--- src/common/pulse_gen_pkg.sv ---
// constants, register map and types shared by the pulse output generator
`default_nettype none

package pulse_gen_pkg;

  // ---------------------------------------------------------------
  // clocking and source rates
  // ---------------------------------------------------------------
  localparam int CLOCK_MHZ        = 100;
  localparam int FAST_SRC_KHZ     = 250000;
  localparam int SLOW_SRC_KHZ     = 15625;
  localparam int SLOW_TICK_DIV    = FAST_SRC_KHZ / SLOW_SRC_KHZ;   // 16

  // ---------------------------------------------------------------
  // sizes
  // ---------------------------------------------------------------
  localparam int FAST_CH          = 8;
  localparam int PAIRS            = 4;
  localparam int PLAIN_PINS       = 13;
  localparam int PINS             = FAST_CH + PLAIN_PINS;          // 21
  localparam int SLOW_CH          = 2;
  localparam int FAST_DIV_W       = 14;
  localparam int SUB_W            = 4;
  localparam int FAST_DUTY_W      = FAST_DIV_W + SUB_W;
  localparam int SLOW_DIV_W       = 24;
  localparam int RAIL_MAX         = 10;

  localparam logic [FAST_DIV_W-1:0] FAST_DIV_MIN = 14'h0002;
  localparam logic [SLOW_DIV_W-1:0] SLOW_DIV_MIN = 24'h000002;

  // ---------------------------------------------------------------
  // register byte offsets
  // ---------------------------------------------------------------
  localparam logic [7:0] REG_FAST_MODE   = 8'h00;
  localparam logic [7:0] REG_SLOW_MODE   = 8'h04;
  localparam logic [7:0] REG_OUT_VAL     = 8'h08;
  localparam logic [7:0] REG_RAIL_SEL    = 8'h0c;
  localparam logic [7:0] REG_RAIL_LOW    = 8'h10;
  localparam logic [7:0] REG_RAIL_OD     = 8'h14;
  localparam logic [7:0] REG_GEN_DIR     = 8'h18;
  localparam logic [7:0] REG_PIN_IN      = 8'h1c;
  localparam logic [7:0] REG_RAIL_COUNT  = 8'h20;
  localparam logic [7:0] REG_PAIR_PERIOD = 8'h30;   // 4 words
  localparam logic [7:0] REG_FAST_DUTY   = 8'h40;   // 8 words
  localparam logic [7:0] REG_FAST_PHASE  = 8'h60;   // 8 words
  localparam logic [7:0] REG_SLOW_PERIOD = 8'h80;   // 2 words
  localparam logic [7:0] REG_SLOW_DUTY   = 8'h88;   // 2 words

  // ---------------------------------------------------------------
  // reset values
  // ---------------------------------------------------------------
  localparam logic [15:0] FAST_MODE_RST = 16'h0000;
  localparam logic [1:0]  SLOW_MODE_RST = 2'h0;

  // function of a fast channel pin
  typedef enum logic [1:0] {
    FN_UNUSED,
    FN_PULSE,
    FN_GENERAL,
    FN_RESERVED
  } fast_fn_type;

endpackage : pulse_gen_pkg

`default_nettype wire

--- src/hw/pulse_output_generator.sv ---
// pulse output generator: fast pairs, slow channels, rail-enable pin drive, apb registers
//
// Functional notes
// - fast period = source divided by integer 2 .. 2^14-1
// - fast duty steps in sixteenths of a source period
// - fast channels paired 1-2, 3-4, 5-6, 7-8 sharing one period
// - setting one fast pin to pulse enables an unassigned companion too
// - within a pair one pin may pulse while the other is general output
// - unused fast pins may be general outputs, driven low from reset
// - during reset plain pins float, fast pins are driven low
// - slow period = slow source divided by integer 2 .. 2^24-1
// - slow duty steps in whole slow source periods
// - slow outputs below 238 Hz get 0.0015 percent duty steps
// - each slow pin is a general input or a pulse output
// - each fast channel has a phase offset from 0 to 360 degrees
// - any fast or plain pin (not a slow pin) can be a rail enable, either polarity, open-drain or push-pull
// - at most ten pins are rail enables at once
`default_nettype none

module pulse_output_generator
  import pulse_gen_pkg::*;
(
  input  wire  logic                          clock,         // 100 mhz system clock
  input  wire  logic                          rst,           // synchronous reset
  input  wire  logic                          psel,          // apb select
  input  wire  logic                          penable,       // apb access phase
  input  wire  logic                          pwrite,        // apb write
  input  wire  logic [7:0]                    paddr,         // apb byte address
  input  wire  logic [31:0]                   pwdata,        // apb write data
  output logic       [31:0]                   prdata,        // apb read data
  output logic                                pready,        // apb ready
  output logic                                pslverr,       // apb error
  input  wire  logic [pulse_gen_pkg::PINS-1:0]    pin_in,    // general pin levels
  output logic       [pulse_gen_pkg::PINS-1:0]    pin_out,   // general pin drive value
  output logic       [pulse_gen_pkg::PINS-1:0]    pin_oe,    // general pin drive enable
  input  wire  logic [pulse_gen_pkg::SLOW_CH-1:0] slow_in,   // slow pin levels
  output logic       [pulse_gen_pkg::SLOW_CH-1:0] slow_out,  // slow pin drive value
  output logic       [pulse_gen_pkg::SLOW_CH-1:0] slow_oe    // slow pin drive enable
);

  // ---------------------------------------------------------------
  // storage
  // ---------------------------------------------------------------
  logic [15:0]              fast_mode_r;
  logic [SLOW_CH-1:0]       slow_mode_r;
  logic [PINS-1:0]          out_val_r;
  logic [PINS-1:0]          rail_sel_r;
  logic [PINS-1:0]          rail_low_r;
  logic [PINS-1:0]          rail_od_r;
  logic [PLAIN_PINS-1:0]    gen_dir_r;
  logic [FAST_DIV_W-1:0]    pair_period_r [PAIRS];
  logic [FAST_DUTY_W-1:0]   fast_duty_r   [FAST_CH];
  logic [FAST_DIV_W-1:0]    fast_phase_r  [FAST_CH];
  logic [SLOW_DIV_W-1:0]    slow_period_r [SLOW_CH];
  logic [SLOW_DIV_W-1:0]    slow_duty_r   [SLOW_CH];
  logic [FAST_DIV_W-1:0]    pair_cnt_r    [PAIRS];
  logic [SUB_W-1:0]         pair_sub_r    [PAIRS];
  logic [SLOW_DIV_W-1:0]    slow_cnt_r    [SLOW_CH];
  logic [3:0]               tick_cnt_r;
  logic                     slow_tick;
  logic [FAST_CH-1:0]       fast_wave;
  logic [SLOW_CH-1:0]       slow_wave;
  logic [PINS-1:0]          pin_out_nxt;
  logic [PINS-1:0]          pin_oe_nxt;
  logic [15:0]              fast_mode_nxt;
  logic [31:0]              rdata_nxt;
  logic                     unmapped;
  logic                     wr_en;
  logic                     setup;

  // ---------------------------------------------------------------
  // helpers
  // ---------------------------------------------------------------
  // word index inside a block of registers, or -1 when outside it
  function automatic int block_index(input logic [7:0] addr, input logic [7:0] base,
                                     input int count);
    int idx;
    idx = (int'(addr) - int'(base)) / 4;
    if (addr < base || idx >= count || addr[1:0] != 2'h0)
      return -1;
    return idx;
  endfunction : block_index

  function automatic logic [4:0] count_ones(input logic [PINS-1:0] v);
    logic [4:0] n;
    n = 5'h00;
    for (int k = 0; k < PINS; k++)
      n = n + {4'h0, v[k]};
    return n;
  endfunction : count_ones

  // ---------------------------------------------------------------
  // apb slave
  // ---------------------------------------------------------------
  assign setup = psel && !penable;
  assign wr_en = psel && penable && pready && pwrite;

  // read data is fetched in the setup cycle so it stands in a flop at access
  always_comb begin
    int i;
    rdata_nxt = 32'h0;
    unmapped  = 1'b0;
    i         = 0;
    case (paddr)
      REG_FAST_MODE:  rdata_nxt = {16'h0, fast_mode_r};
      REG_SLOW_MODE:  rdata_nxt = {30'h0, slow_mode_r};
      REG_OUT_VAL:    rdata_nxt = {11'h0, out_val_r};
      REG_RAIL_SEL:   rdata_nxt = {11'h0, rail_sel_r};
      REG_RAIL_LOW:   rdata_nxt = {11'h0, rail_low_r};
      REG_RAIL_OD:    rdata_nxt = {11'h0, rail_od_r};
      REG_GEN_DIR:    rdata_nxt = {19'h0, gen_dir_r};
      REG_PIN_IN:     rdata_nxt = {9'h0, slow_in, pin_in};
      REG_RAIL_COUNT: rdata_nxt = {27'h0, count_ones(rail_sel_r)};
      default: begin
        unmapped = 1'b1;
        i = block_index(paddr, REG_PAIR_PERIOD, PAIRS);
        if (i >= 0) begin
          rdata_nxt = {18'h0, pair_period_r[i]};
          unmapped  = 1'b0;
        end
        i = block_index(paddr, REG_FAST_DUTY, FAST_CH);
        if (i >= 0) begin
          rdata_nxt = {14'h0, fast_duty_r[i]};
          unmapped  = 1'b0;
        end
        i = block_index(paddr, REG_FAST_PHASE, FAST_CH);
        if (i >= 0) begin
          rdata_nxt = {18'h0, fast_phase_r[i]};
          unmapped  = 1'b0;
        end
        i = block_index(paddr, REG_SLOW_PERIOD, SLOW_CH);
        if (i >= 0) begin
          rdata_nxt = {8'h0, slow_period_r[i]};
          unmapped  = 1'b0;
        end
        i = block_index(paddr, REG_SLOW_DUTY, SLOW_CH);
        if (i >= 0) begin
          rdata_nxt = {8'h0, slow_duty_r[i]};
          unmapped  = 1'b0;
        end
      end
    endcase
  end

  // zero wait states; error flag and data settle in the setup cycle
  always_ff @(posedge clock) begin
    if (rst) begin
      pready  <= 1'b0;
      prdata  <= 32'h0;
      pslverr <= 1'b0;
    end else begin
      pready <= 1'b1;
      if (setup) begin
        prdata  <= pwrite ? 32'h0 : rdata_nxt;
        pslverr <= unmapped;
      end
    end
  end

  // ---------------------------------------------------------------
  // pin function registers
  // ---------------------------------------------------------------
  // a companion left unassigned follows its partner into pulse mode
  always_comb begin
    fast_mode_nxt = pwdata[15:0];
    for (int p = 0; p < PAIRS; p++) begin
      if (pwdata[4*p +: 2] == FN_PULSE && pwdata[4*p+2 +: 2] == FN_UNUSED)
        fast_mode_nxt[4*p+2 +: 2] = FN_PULSE;
      if (pwdata[4*p+2 +: 2] == FN_PULSE && pwdata[4*p +: 2] == FN_UNUSED)
        fast_mode_nxt[4*p +: 2] = FN_PULSE;
    end
  end

  always_ff @(posedge clock) begin
    if (rst) begin
      fast_mode_r <= FAST_MODE_RST;
      slow_mode_r <= SLOW_MODE_RST;
      out_val_r   <= '0;
      gen_dir_r   <= '0;
    end else if (wr_en) begin
      case (paddr)
        REG_FAST_MODE: fast_mode_r <= fast_mode_nxt;
        REG_SLOW_MODE: slow_mode_r <= pwdata[SLOW_CH-1:0];
        REG_OUT_VAL:   out_val_r   <= pwdata[PINS-1:0];
        REG_GEN_DIR:   gen_dir_r   <= pwdata[PLAIN_PINS-1:0];
        default:       fast_mode_r <= fast_mode_r;
      endcase
    end
  end

  // a selection naming more than the allowed number of rails is refused
  always_ff @(posedge clock) begin
    if (rst) begin
      rail_sel_r <= '0;
      rail_low_r <= '0;
      rail_od_r  <= '0;
    end else if (wr_en) begin
      if (paddr == REG_RAIL_SEL && count_ones(pwdata[PINS-1:0]) <= 5'(RAIL_MAX))
        rail_sel_r <= pwdata[PINS-1:0];
      if (paddr == REG_RAIL_LOW)
        rail_low_r <= pwdata[PINS-1:0];
      if (paddr == REG_RAIL_OD)
        rail_od_r <= pwdata[PINS-1:0];
    end
  end

  // ---------------------------------------------------------------
  // timing registers; divisors below the minimum are raised to it
  // ---------------------------------------------------------------
  always_ff @(posedge clock) begin
    if (rst) begin
      for (int p = 0; p < PAIRS; p++)
        pair_period_r[p] <= FAST_DIV_MIN;
      for (int c = 0; c < FAST_CH; c++) begin
        fast_duty_r[c]  <= '0;
        fast_phase_r[c] <= '0;
      end
    end else if (wr_en) begin
      for (int p = 0; p < PAIRS; p++)
        if (block_index(paddr, REG_PAIR_PERIOD, PAIRS) == p)
          pair_period_r[p] <= (pwdata[FAST_DIV_W-1:0] < FAST_DIV_MIN) ?
                              FAST_DIV_MIN : pwdata[FAST_DIV_W-1:0];
      for (int c = 0; c < FAST_CH; c++) begin
        if (block_index(paddr, REG_FAST_DUTY, FAST_CH) == c)
          fast_duty_r[c] <= pwdata[FAST_DUTY_W-1:0];
        if (block_index(paddr, REG_FAST_PHASE, FAST_CH) == c)
          fast_phase_r[c] <= pwdata[FAST_DIV_W-1:0];
      end
    end
  end

  always_ff @(posedge clock) begin
    if (rst) begin
      for (int s = 0; s < SLOW_CH; s++) begin
        slow_period_r[s] <= SLOW_DIV_MIN;
        slow_duty_r[s]   <= '0;
      end
    end else if (wr_en) begin
      for (int s = 0; s < SLOW_CH; s++) begin
        if (block_index(paddr, REG_SLOW_PERIOD, SLOW_CH) == s)
          slow_period_r[s] <= (pwdata[SLOW_DIV_W-1:0] < SLOW_DIV_MIN) ?
                              SLOW_DIV_MIN : pwdata[SLOW_DIV_W-1:0];
        if (block_index(paddr, REG_SLOW_DUTY, SLOW_CH) == s)
          slow_duty_r[s] <= pwdata[SLOW_DIV_W-1:0];
      end
    end
  end

  // ---------------------------------------------------------------
  // fast pairs: one counter per pair; each source tick is one clock
  // ---------------------------------------------------------------
  // the sub-step counter advances once per period, dithering the edge
  // over sixteen periods since the clock cannot place it mid-cycle
  generate
    for (genvar p = 0; p < PAIRS; p++) begin : g_pair
      always_ff @(posedge clock) begin
        if (rst) begin
          pair_cnt_r[p] <= '0;
          pair_sub_r[p] <= '0;
        end else if (pair_cnt_r[p] >= pair_period_r[p] - 14'h0001) begin
          pair_cnt_r[p] <= '0;
          pair_sub_r[p] <= pair_sub_r[p] + 4'h1;
        end else begin
          pair_cnt_r[p] <= pair_cnt_r[p] + 14'h0001;
        end
      end
    end

    for (genvar c = 0; c < FAST_CH; c++) begin : g_fast
      logic [FAST_DIV_W:0]    sum;
      logic [FAST_DIV_W-1:0]  shifted;
      logic [FAST_DUTY_W:0]   fine;
      // a phase beyond the period wraps only once; software keeps it below
      assign sum     = {1'b0, pair_cnt_r[c/2]} + {1'b0, fast_phase_r[c]};
      assign shifted = (sum >= {1'b0, pair_period_r[c/2]}) ?
                       FAST_DIV_W'(sum - {1'b0, pair_period_r[c/2]}) :
                       sum[FAST_DIV_W-1:0];
      assign fine    = {1'b0, shifted, pair_sub_r[c/2]};
      assign fast_wave[c] = fine < {1'b0, fast_duty_r[c]};
    end
  endgenerate

  // ---------------------------------------------------------------
  // slow channels, driven by the slow source tick enable
  // ---------------------------------------------------------------
  always_ff @(posedge clock) begin
    if (rst)
      tick_cnt_r <= '0;
    else if (tick_cnt_r == 4'(SLOW_TICK_DIV - 1))
      tick_cnt_r <= '0;
    else
      tick_cnt_r <= tick_cnt_r + 4'h1;
  end

  assign slow_tick = (tick_cnt_r == 4'(SLOW_TICK_DIV - 1));

  generate
    for (genvar s = 0; s < SLOW_CH; s++) begin : g_slow
      always_ff @(posedge clock) begin
        if (rst)
          slow_cnt_r[s] <= '0;
        else if (slow_tick && slow_cnt_r[s] >= slow_period_r[s] - 24'h000001)
          slow_cnt_r[s] <= '0;
        else if (slow_tick)
          slow_cnt_r[s] <= slow_cnt_r[s] + 24'h000001;
      end
      // whole-period steps: long periods give fine steps on their own
      assign slow_wave[s] = slow_cnt_r[s] < slow_duty_r[s];
    end
  endgenerate

  // ---------------------------------------------------------------
  // pin drive
  // ---------------------------------------------------------------
  always_comb begin
    logic drive;
    drive       = 1'b0;
    pin_out_nxt = '0;
    pin_oe_nxt  = '0;
    for (int k = 0; k < PINS; k++) begin
      drive = rail_low_r[k] ? ~out_val_r[k] : out_val_r[k];
      if (k < FAST_CH && fast_mode_r[2*k +: 2] == FN_PULSE) begin
        pin_out_nxt[k] = fast_wave[k];
        pin_oe_nxt[k]  = 1'b1;
      end else if (rail_sel_r[k]) begin
        pin_out_nxt[k] = rail_od_r[k] ? 1'b0 : drive;
        pin_oe_nxt[k]  = rail_od_r[k] ? ~drive : 1'b1;
      end else if (k < FAST_CH) begin
        // unused and general fast pins are always driven
        pin_out_nxt[k] = (fast_mode_r[2*k +: 2] == FN_GENERAL) && out_val_r[k];
        pin_oe_nxt[k]  = 1'b1;
      end else begin
        pin_out_nxt[k] = out_val_r[k];
        pin_oe_nxt[k]  = gen_dir_r[k - FAST_CH];
      end
    end
  end

  // registered pins: fast pins low and driven, others released in reset
  always_ff @(posedge clock) begin
    if (rst) begin
      pin_out <= '0;
      pin_oe  <= {{PLAIN_PINS{1'b0}}, {FAST_CH{1'b1}}};
    end else begin
      pin_out <= pin_out_nxt;
      pin_oe  <= pin_oe_nxt;
    end
  end

  always_ff @(posedge clock) begin
    if (rst) begin
      slow_out <= '0;
      slow_oe  <= '0;
    end else begin
      slow_out <= slow_wave & slow_mode_r;
      slow_oe  <= slow_mode_r;
    end
  end

endmodule : pulse_output_generator

`default_nettype wire

--- config.mk ---
export PLATFORM = sky130hd
export DESIGN_NAME = pulse_output_generator
export DESIGN_NICKNAME = d
export VERILOG_FILES = /design/src/common/pulse_gen_pkg.sv /design/src/hw/pulse_output_generator.sv
export SDC_FILE = /design/constraint.sdc
export NUM_CORES = 2
export LEC_CHECK = 0
export ABC_AREA = 1
export BUFFER_PORTS_ARGS = -buffer_cell sky130_fd_sc_hd__buf_4
export CORE_MARGIN = 1
export CORE_UTILIZATION = 60
export DETAILED_ROUTE_END_ITERATION = 10
export PLACE_DENSITY = 0.75
export SYNTH_ARGS = -nofsm -noshare
export SYNTH_HDL_FRONTEND = slang
export SYNTH_SLANG_ARGS = --single-unit
--- constraint.sdc ---
create_clock -name clock -period 18.4 [get_ports clock]
set_input_delay 0.92 -clock clock [delete_from_list [all_inputs] [get_ports clock]]
set_output_delay 0.92 -clock clock [all_outputs]
set_load 0.05 [all_outputs]
After elaboration in Yosys (flattened, before gate mapping)
Memories as Yosys holds them, arrays and structs flattened.
Cells that the tools add are included.
{ "totals": {"register_bits": 199, "output_inout_bits": 80, "input_bits": 68, "n_memories": 8, "word_cells": 737, "mem_bits_rw": 528} }
{ "mem_list": {"columns": ["name", "depth", "word_bits", "rd", "rd_clocked_by_memory_dff", "write_ports", "line", "source"], "rows": [
  ["fast_duty_r", 8, 18, 9, 0, 8, "pulse_output_generator.sv:52", "logic [FAST_DUTY_W-1:0] fast_duty_r [FAST_CH];"],
  ["fast_phase_r", 8, 14, 9, 0, 8, "pulse_output_generator.sv:53", "logic [FAST_DIV_W-1:0] fast_phase_r [FAST_CH];"],
  ["pair_cnt_r", 4, 14, 4, 0, 4, "pulse_output_generator.sv:56", "logic [FAST_DIV_W-1:0] pair_cnt_r [PAIRS];"],
  ["pair_period_r", 4, 14, 5, 0, 4, "pulse_output_generator.sv:51", "logic [FAST_DIV_W-1:0] pair_period_r [PAIRS];"],
  ["slow_cnt_r", 2, 24, 2, 0, 2, "pulse_output_generator.sv:58", "logic [SLOW_DIV_W-1:0] slow_cnt_r [SLOW_CH];"],
  ["slow_duty_r", 2, 24, 3, 0, 2, "pulse_output_generator.sv:55", "logic [SLOW_DIV_W-1:0] slow_duty_r [SLOW_CH];"],
  ["2 more memories", null, null, null, null, null, null, null]
]} }
{ "op_classes": {"mux": 354, "order_cmp": 42, "add_sub_neg": 83, "reduce_logical": 71, "eq_ne": 52, "n_bitwise": 104} }
{ "op_table": {"columns": ["op", "count"], "rows": [
  ["two-way mux 32 bit", 35],
  ["two-way mux 14 bit", 30],
  ["case mux 32 bit (9 select lines)", 1],
  ["two-way mux 1 bit", 259],
  ["equality test 32 x 4 -> 1 bit (second input constant)", 8],
  ["two-way mux 24 bit", 9],
  ["equality test 32 x 3 -> 1 bit (second input constant)", 6],
  ["adder 32 x 1 -> 32 bit", 5],
  ["adder 5 x 1 -> 5 bit", 32],
  ["equality test 32 x 2 -> 1 bit (second input constant)", 5],
  ["greater-or-equal comparator 32 x 1 -> 1 bit (second input constant)", 5],
  ["logical NOT 32 bit", 5],
  ["< comparator 18 bit", 8],
  ["two-way mux 18 bit", 8],
  ["adder 14 x 14 -> 15 bit", 8],
  ["greater-or-equal comparator 15 x 14 -> 1 bit", 8],
  ["subtractor 14 bit", 8],
  ["greater-or-equal comparator 32 x 3 -> 1 bit (second input constant)", 2],
  ["greater-or-equal comparator 32 x 5 -> 1 bit (second input constant)", 2],
  ["inverter 1 bit", 58],
  ["adder 14 x 1 -> 14 bit (second input constant)", 4],
  ["greater-or-equal comparator 14 bit", 4],
  ["subtractor 14 x 1 -> 14 bit (second input constant)", 4],
  ["adder 24 x 1 -> 24 bit (second input constant)", 2],
  ["other kinds (40)", 190]
]} }

Longest topological paths before layout
{ "logic_depth": {"ltp_word": 23, "depth_mapped": 37, "depth_no_buf": 36} }

Least setup slack after synthesis
Ideal clock, no wire load.
{ "synth_path": {"path_kind": "input to register", "start": "input port paddr[4]", "end": "memory slow_duty_r[0][0] (enable)", "arrival_time_ns": 6.441, "slack_ns": 11.517, "setup_time_ns": 0.442, "n_path_buf": 3, "stages": 22, "t_required_ns": 17.958, "path_cell_list": "buf_2 > inv_1 > ha_1 > nand2_1 > nand2_1 > a21oi_1 > inv_1 > nor2_1 > ha_1 > ha_1 > nand2_1 > nor2_1 > nand4_1 > ha_1 > nand4_1 > nor3_1 > nand3_2 > nor2_2 > nand4_1 > buf_4 > buf_2 > o31ai_1"} }
{ "synth_lines": {"columns": ["element", "line", "source"], "rows": [
  ["from (decl)", "pulse_output_generator.sv:28", "input wire logic [7:0] paddr,"],
  ["to (decl)", "pulse_output_generator.sv:55", null]
]} }

==> flow_summary.ini <==
[run_status]
status = complete, no violations

[worst_setup_path]
reg2reg_depth = 28
crit_path_end_kind = flop
cp_max_fo = 54
timing.rr.start = pair_cnt_r[3][0]$_SDFFCE_PN0P_
crit_path_start_kind = primary input
required_ns = 18.70
arrival_ns = 7.11
r2r_end = pin_out[7]$_SDFF_PP0_
criticalPathCategory = primary input to flop
r2r_slack_ns = 11.77

[logic_synthesis]
ys_warn_count = 0
yosys_register_bits = 719
synth_top_family_by_area = simple AND/OR/NAND/NOR gates
synthAdderAreaFrac_pct = 15.7
ys.flop_type = edfxtp_1
yosys.area_share.xor_xnor_pct = 5.32
muxShareOfSynthArea_pct = 0
ys_seq_area_share_pct = 35.9
syn_area_um2 = 54800
syn_area_per_cell_um2 = 7.91
synth_top_area_share_pct = 28.9
postSynthCellCount = 6934
synth_top_cell_by_area = edfxtp_1
synth_simple_gate_area_share_pct = 21.5
synthTopCellsByArea = edfxtp_1 29%, ha_1 14%, nand2_1 8.1%, dfxtp_1 7.0%, inv_1 6.6%
synth_compound_area_share_pct = 13.2
synth_edf_count = 528
ys_types = 64
synth-async-reset-ratio_pct = 0

[sta]
worstMarginPinSlew_ns = 1.39
final_hold_viol_count = 0
fin_crit_sh_pct = 37.0
fmax_ghz = 0.147
finalClockSkew_ns = 0.0316
slew_violations = 0
fin_crit_ns = 6.80
finalSetupViolCount = 0
rsz0062_at_grt = no
relSlewSlack_pct = 6.40
tns_ns = 0

[power]
leakage_nw = 26.9
switchingPower_w = 0.00164
total_power_w = 0.00484
powerDensity_nw_per_um2 = 80.9
p_comb_share_pct = 27.1
ir_worst_vdd_mv = 0.0811
seq_power_share_pct = 38.2
p_int_w = 0.00320
clkPwrFrac_pct = 34.6
swShare_pct = 33.9

[place]
portBuffers = 131
place_congestion = 1.09
placedCellCount = 8161
dp_hpwl_mm = 152

[finish]
drive_gt1_share_pct = 5.97
fin_util_pct = 66.3
final_cell_mix = 1181 x nand2_1, 963 x inv_1, 869 x nor2_1
layout.nets = 7797
syn_to_final_growth_pct = 9.15
final_cells = 8315
nFillCells = 7687
layout_commonest_cell = nand2_1

[route]
drc = 0
vias = 50200
drt_wl_total_mm = 196
antenna_left = 0
drtIter0Drc = 5887
wire_per_inst_um = 23.6
first_pass_iters = 6
routed_via_density = 6.03

[clock_network]
htreeDepth = 3
post_cts_resized = 0
holdBufCountCts = 0
clock-sinks = 719
cts_buffer_depth = 3
insertion_delay_ns = 0.69
cts_tree = built
root_buffer = clkbuf_16
numCtsBuffers = 82
cts.clk_slew.worst_paths_ns = 0.06
post_cts_buffers = 0

[worst_hold_path]
holdCritStartpoint = rail_od_r[0]$_SDFFE_PP0P_
min_to = pin_oe[0]$_SDFF_PP1_
hp-class = flop to flop
whs_path_depth = 1

[floorplan]
die_h_um = 304
ioPinCount = 148
start_util_pct = 60.7
core_um2 = 90300
dieArea_um2 = 92600
num_rows = 110
die_w_um = 304

[global_route]
overflow = 0
track_usage_pct = 41.8
grt_pass1_wl_mm = 288
grt_max_degree = 85
antenna_found_initial = 7
grt_pass1_vias = 47700

[run]
max-cap-violations = 0
## layout make-up
class	count	area [µm²]	share of cell area (%)
timing repair buffer	188	1410	2.36
antenna	3	7.51	0.0125
inverter	1000	3760	6.28
clock inverter	45	410	0.686
sequential	719	19700	32.9
tap	1176	1470	2.46
multi-input combinational	5078	30800	51.5
clock buffer	106	2280	3.80
## cell usage after synthesis, types with 37 or more instances
master / number
nand2_1: 1182
inv_1: 963
nor2_1: 874
ha_1: 614
a21oi_1: 599
edfxtp_1: 528
o21ai_0: 356
nand3_1: 260
xor2_1: 255
dfxtp_1: 191
nand4_1: 151
clkbuf_1: 146
nor3_1: 121
xnor2_1: 76
fa_1: 46
a31oi_1: 43
nor3b_1: 38
buf_2: 37
## power groups by stage
stage,Clock (W),Combinational [W],Sequential (W)
after detailed placement,0,0.00128,0.00188
after global placement,0,0.00124,0.00188
after global routing,0.00173,0.00147,0.00186
after floorplan,0,0.000923,0.00186
final,0.00168,0.00131,0.00185
after CTS,0.00167,0.00129,0.00185
## worst max-delay path: stages
cell and delay [ns]:
buf_4 0.16, inv_2 0.19, ha_1 0.28, a21oi_2 0.49, inv_1 0.19, nor2_1 0.13, ha_1 0.23, nand4_1 0.22
or2_2 0.38, ha_1 0.28, inv_1 0.04, nor2_1 0.07, nand2_1 0.06, nor2_1 0.08, nand2_1 0.06, nor2_1 0.24
nand3_1 0.13, nand2_1 0.08, buf_4 0.39, nand3_2 0.09, buf_4 0.34, nor2_2 0.48, nand3_1 0.73, nand2_1 0.79
## stage by stage
step / hold slack, ns / setup WS [ns] / cell area, µm²
floorplan: 0.390 / 11.52 / 55100
global placement: 0.435 / 11.02 / 57200
detailed placement: 0.438 / 11.01 / 57200
CTS: 0.447 / 11.70 / 59800
global route: 0.459 / 11.03 / 59800
finish: 0.445 / 11.60 / 59900
## worst max path at each step
stage | slack (ns) | from | endpoint
4_1_cts | 11.70 | paddr[7] | fast_phase_r[0][8]$_SDFFCE_PN0P_
3_5_place_dp | 11.01 | paddr[7] | fast_phase_r[0][0]$_SDFFCE_PN0P_
2_1_floorplan | 11.52 | paddr[4] | slow_duty_r[0][0]$_DFFE_PP_
5_1_grt | 11.03 | paddr[7] | prdata[10]$_SDFFE_PP0P_
3_3_place_gp | 11.02 | paddr[7] | fast_phase_r[0][2]$_SDFFCE_PN0P_
6_report | 11.60 | paddr[7] | fast_phase_r[0][11]$_SDFFCE_PN0P_
## state kept, by name, indices dropped and copies added, names as in the netlist, 4 cells and up
signal	count
fast_duty_r	144
slow_duty_r	48
pin_oe	21
fast_phase_r	112
slow_period_r	48
fast_mode_r	16
rail_od_r	21
out_val_r	21
rail_sel_r	21
rail_low_r	21
gen_dir_r	13
pin_out	21
pair_sub_r	16
tick_cnt_r	4
prdata	24
slow_cnt_r	48
pair_cnt_r	56
pair_period_r	56
## routing by layer
| metal | vias up | GRT usage [%] | wire, µm | part of all wire [%] |
|---|---|---|---|---|
| met2 | 2558 | 67.3 | 88300 | 45 |
| met5 | - | 0 | 64 | 0.033 |
| met1 | 23300 | 50.1 | 72600 | 37 |
| met3 | 695 | 7.55 | 18400 | 9.4 |
| met4 | 8 | 31.2 | 17000 | 8.6 |
| li1 | 23600 | - | - | - |
## logic make-up (layout without fill, tap and decap cells)
group | after synthesis | in the layout
flops | 719 | 719
fa+ha+maj | 660 | 660
buf+inv | 1199 | 1339
xor+xnor | 332 | 332
other cells | 2 | 67
simple gates | 2745 | 2745
compound gates | 1277 | 1277
Note: power is estimated with default switching activity, not from simulation.
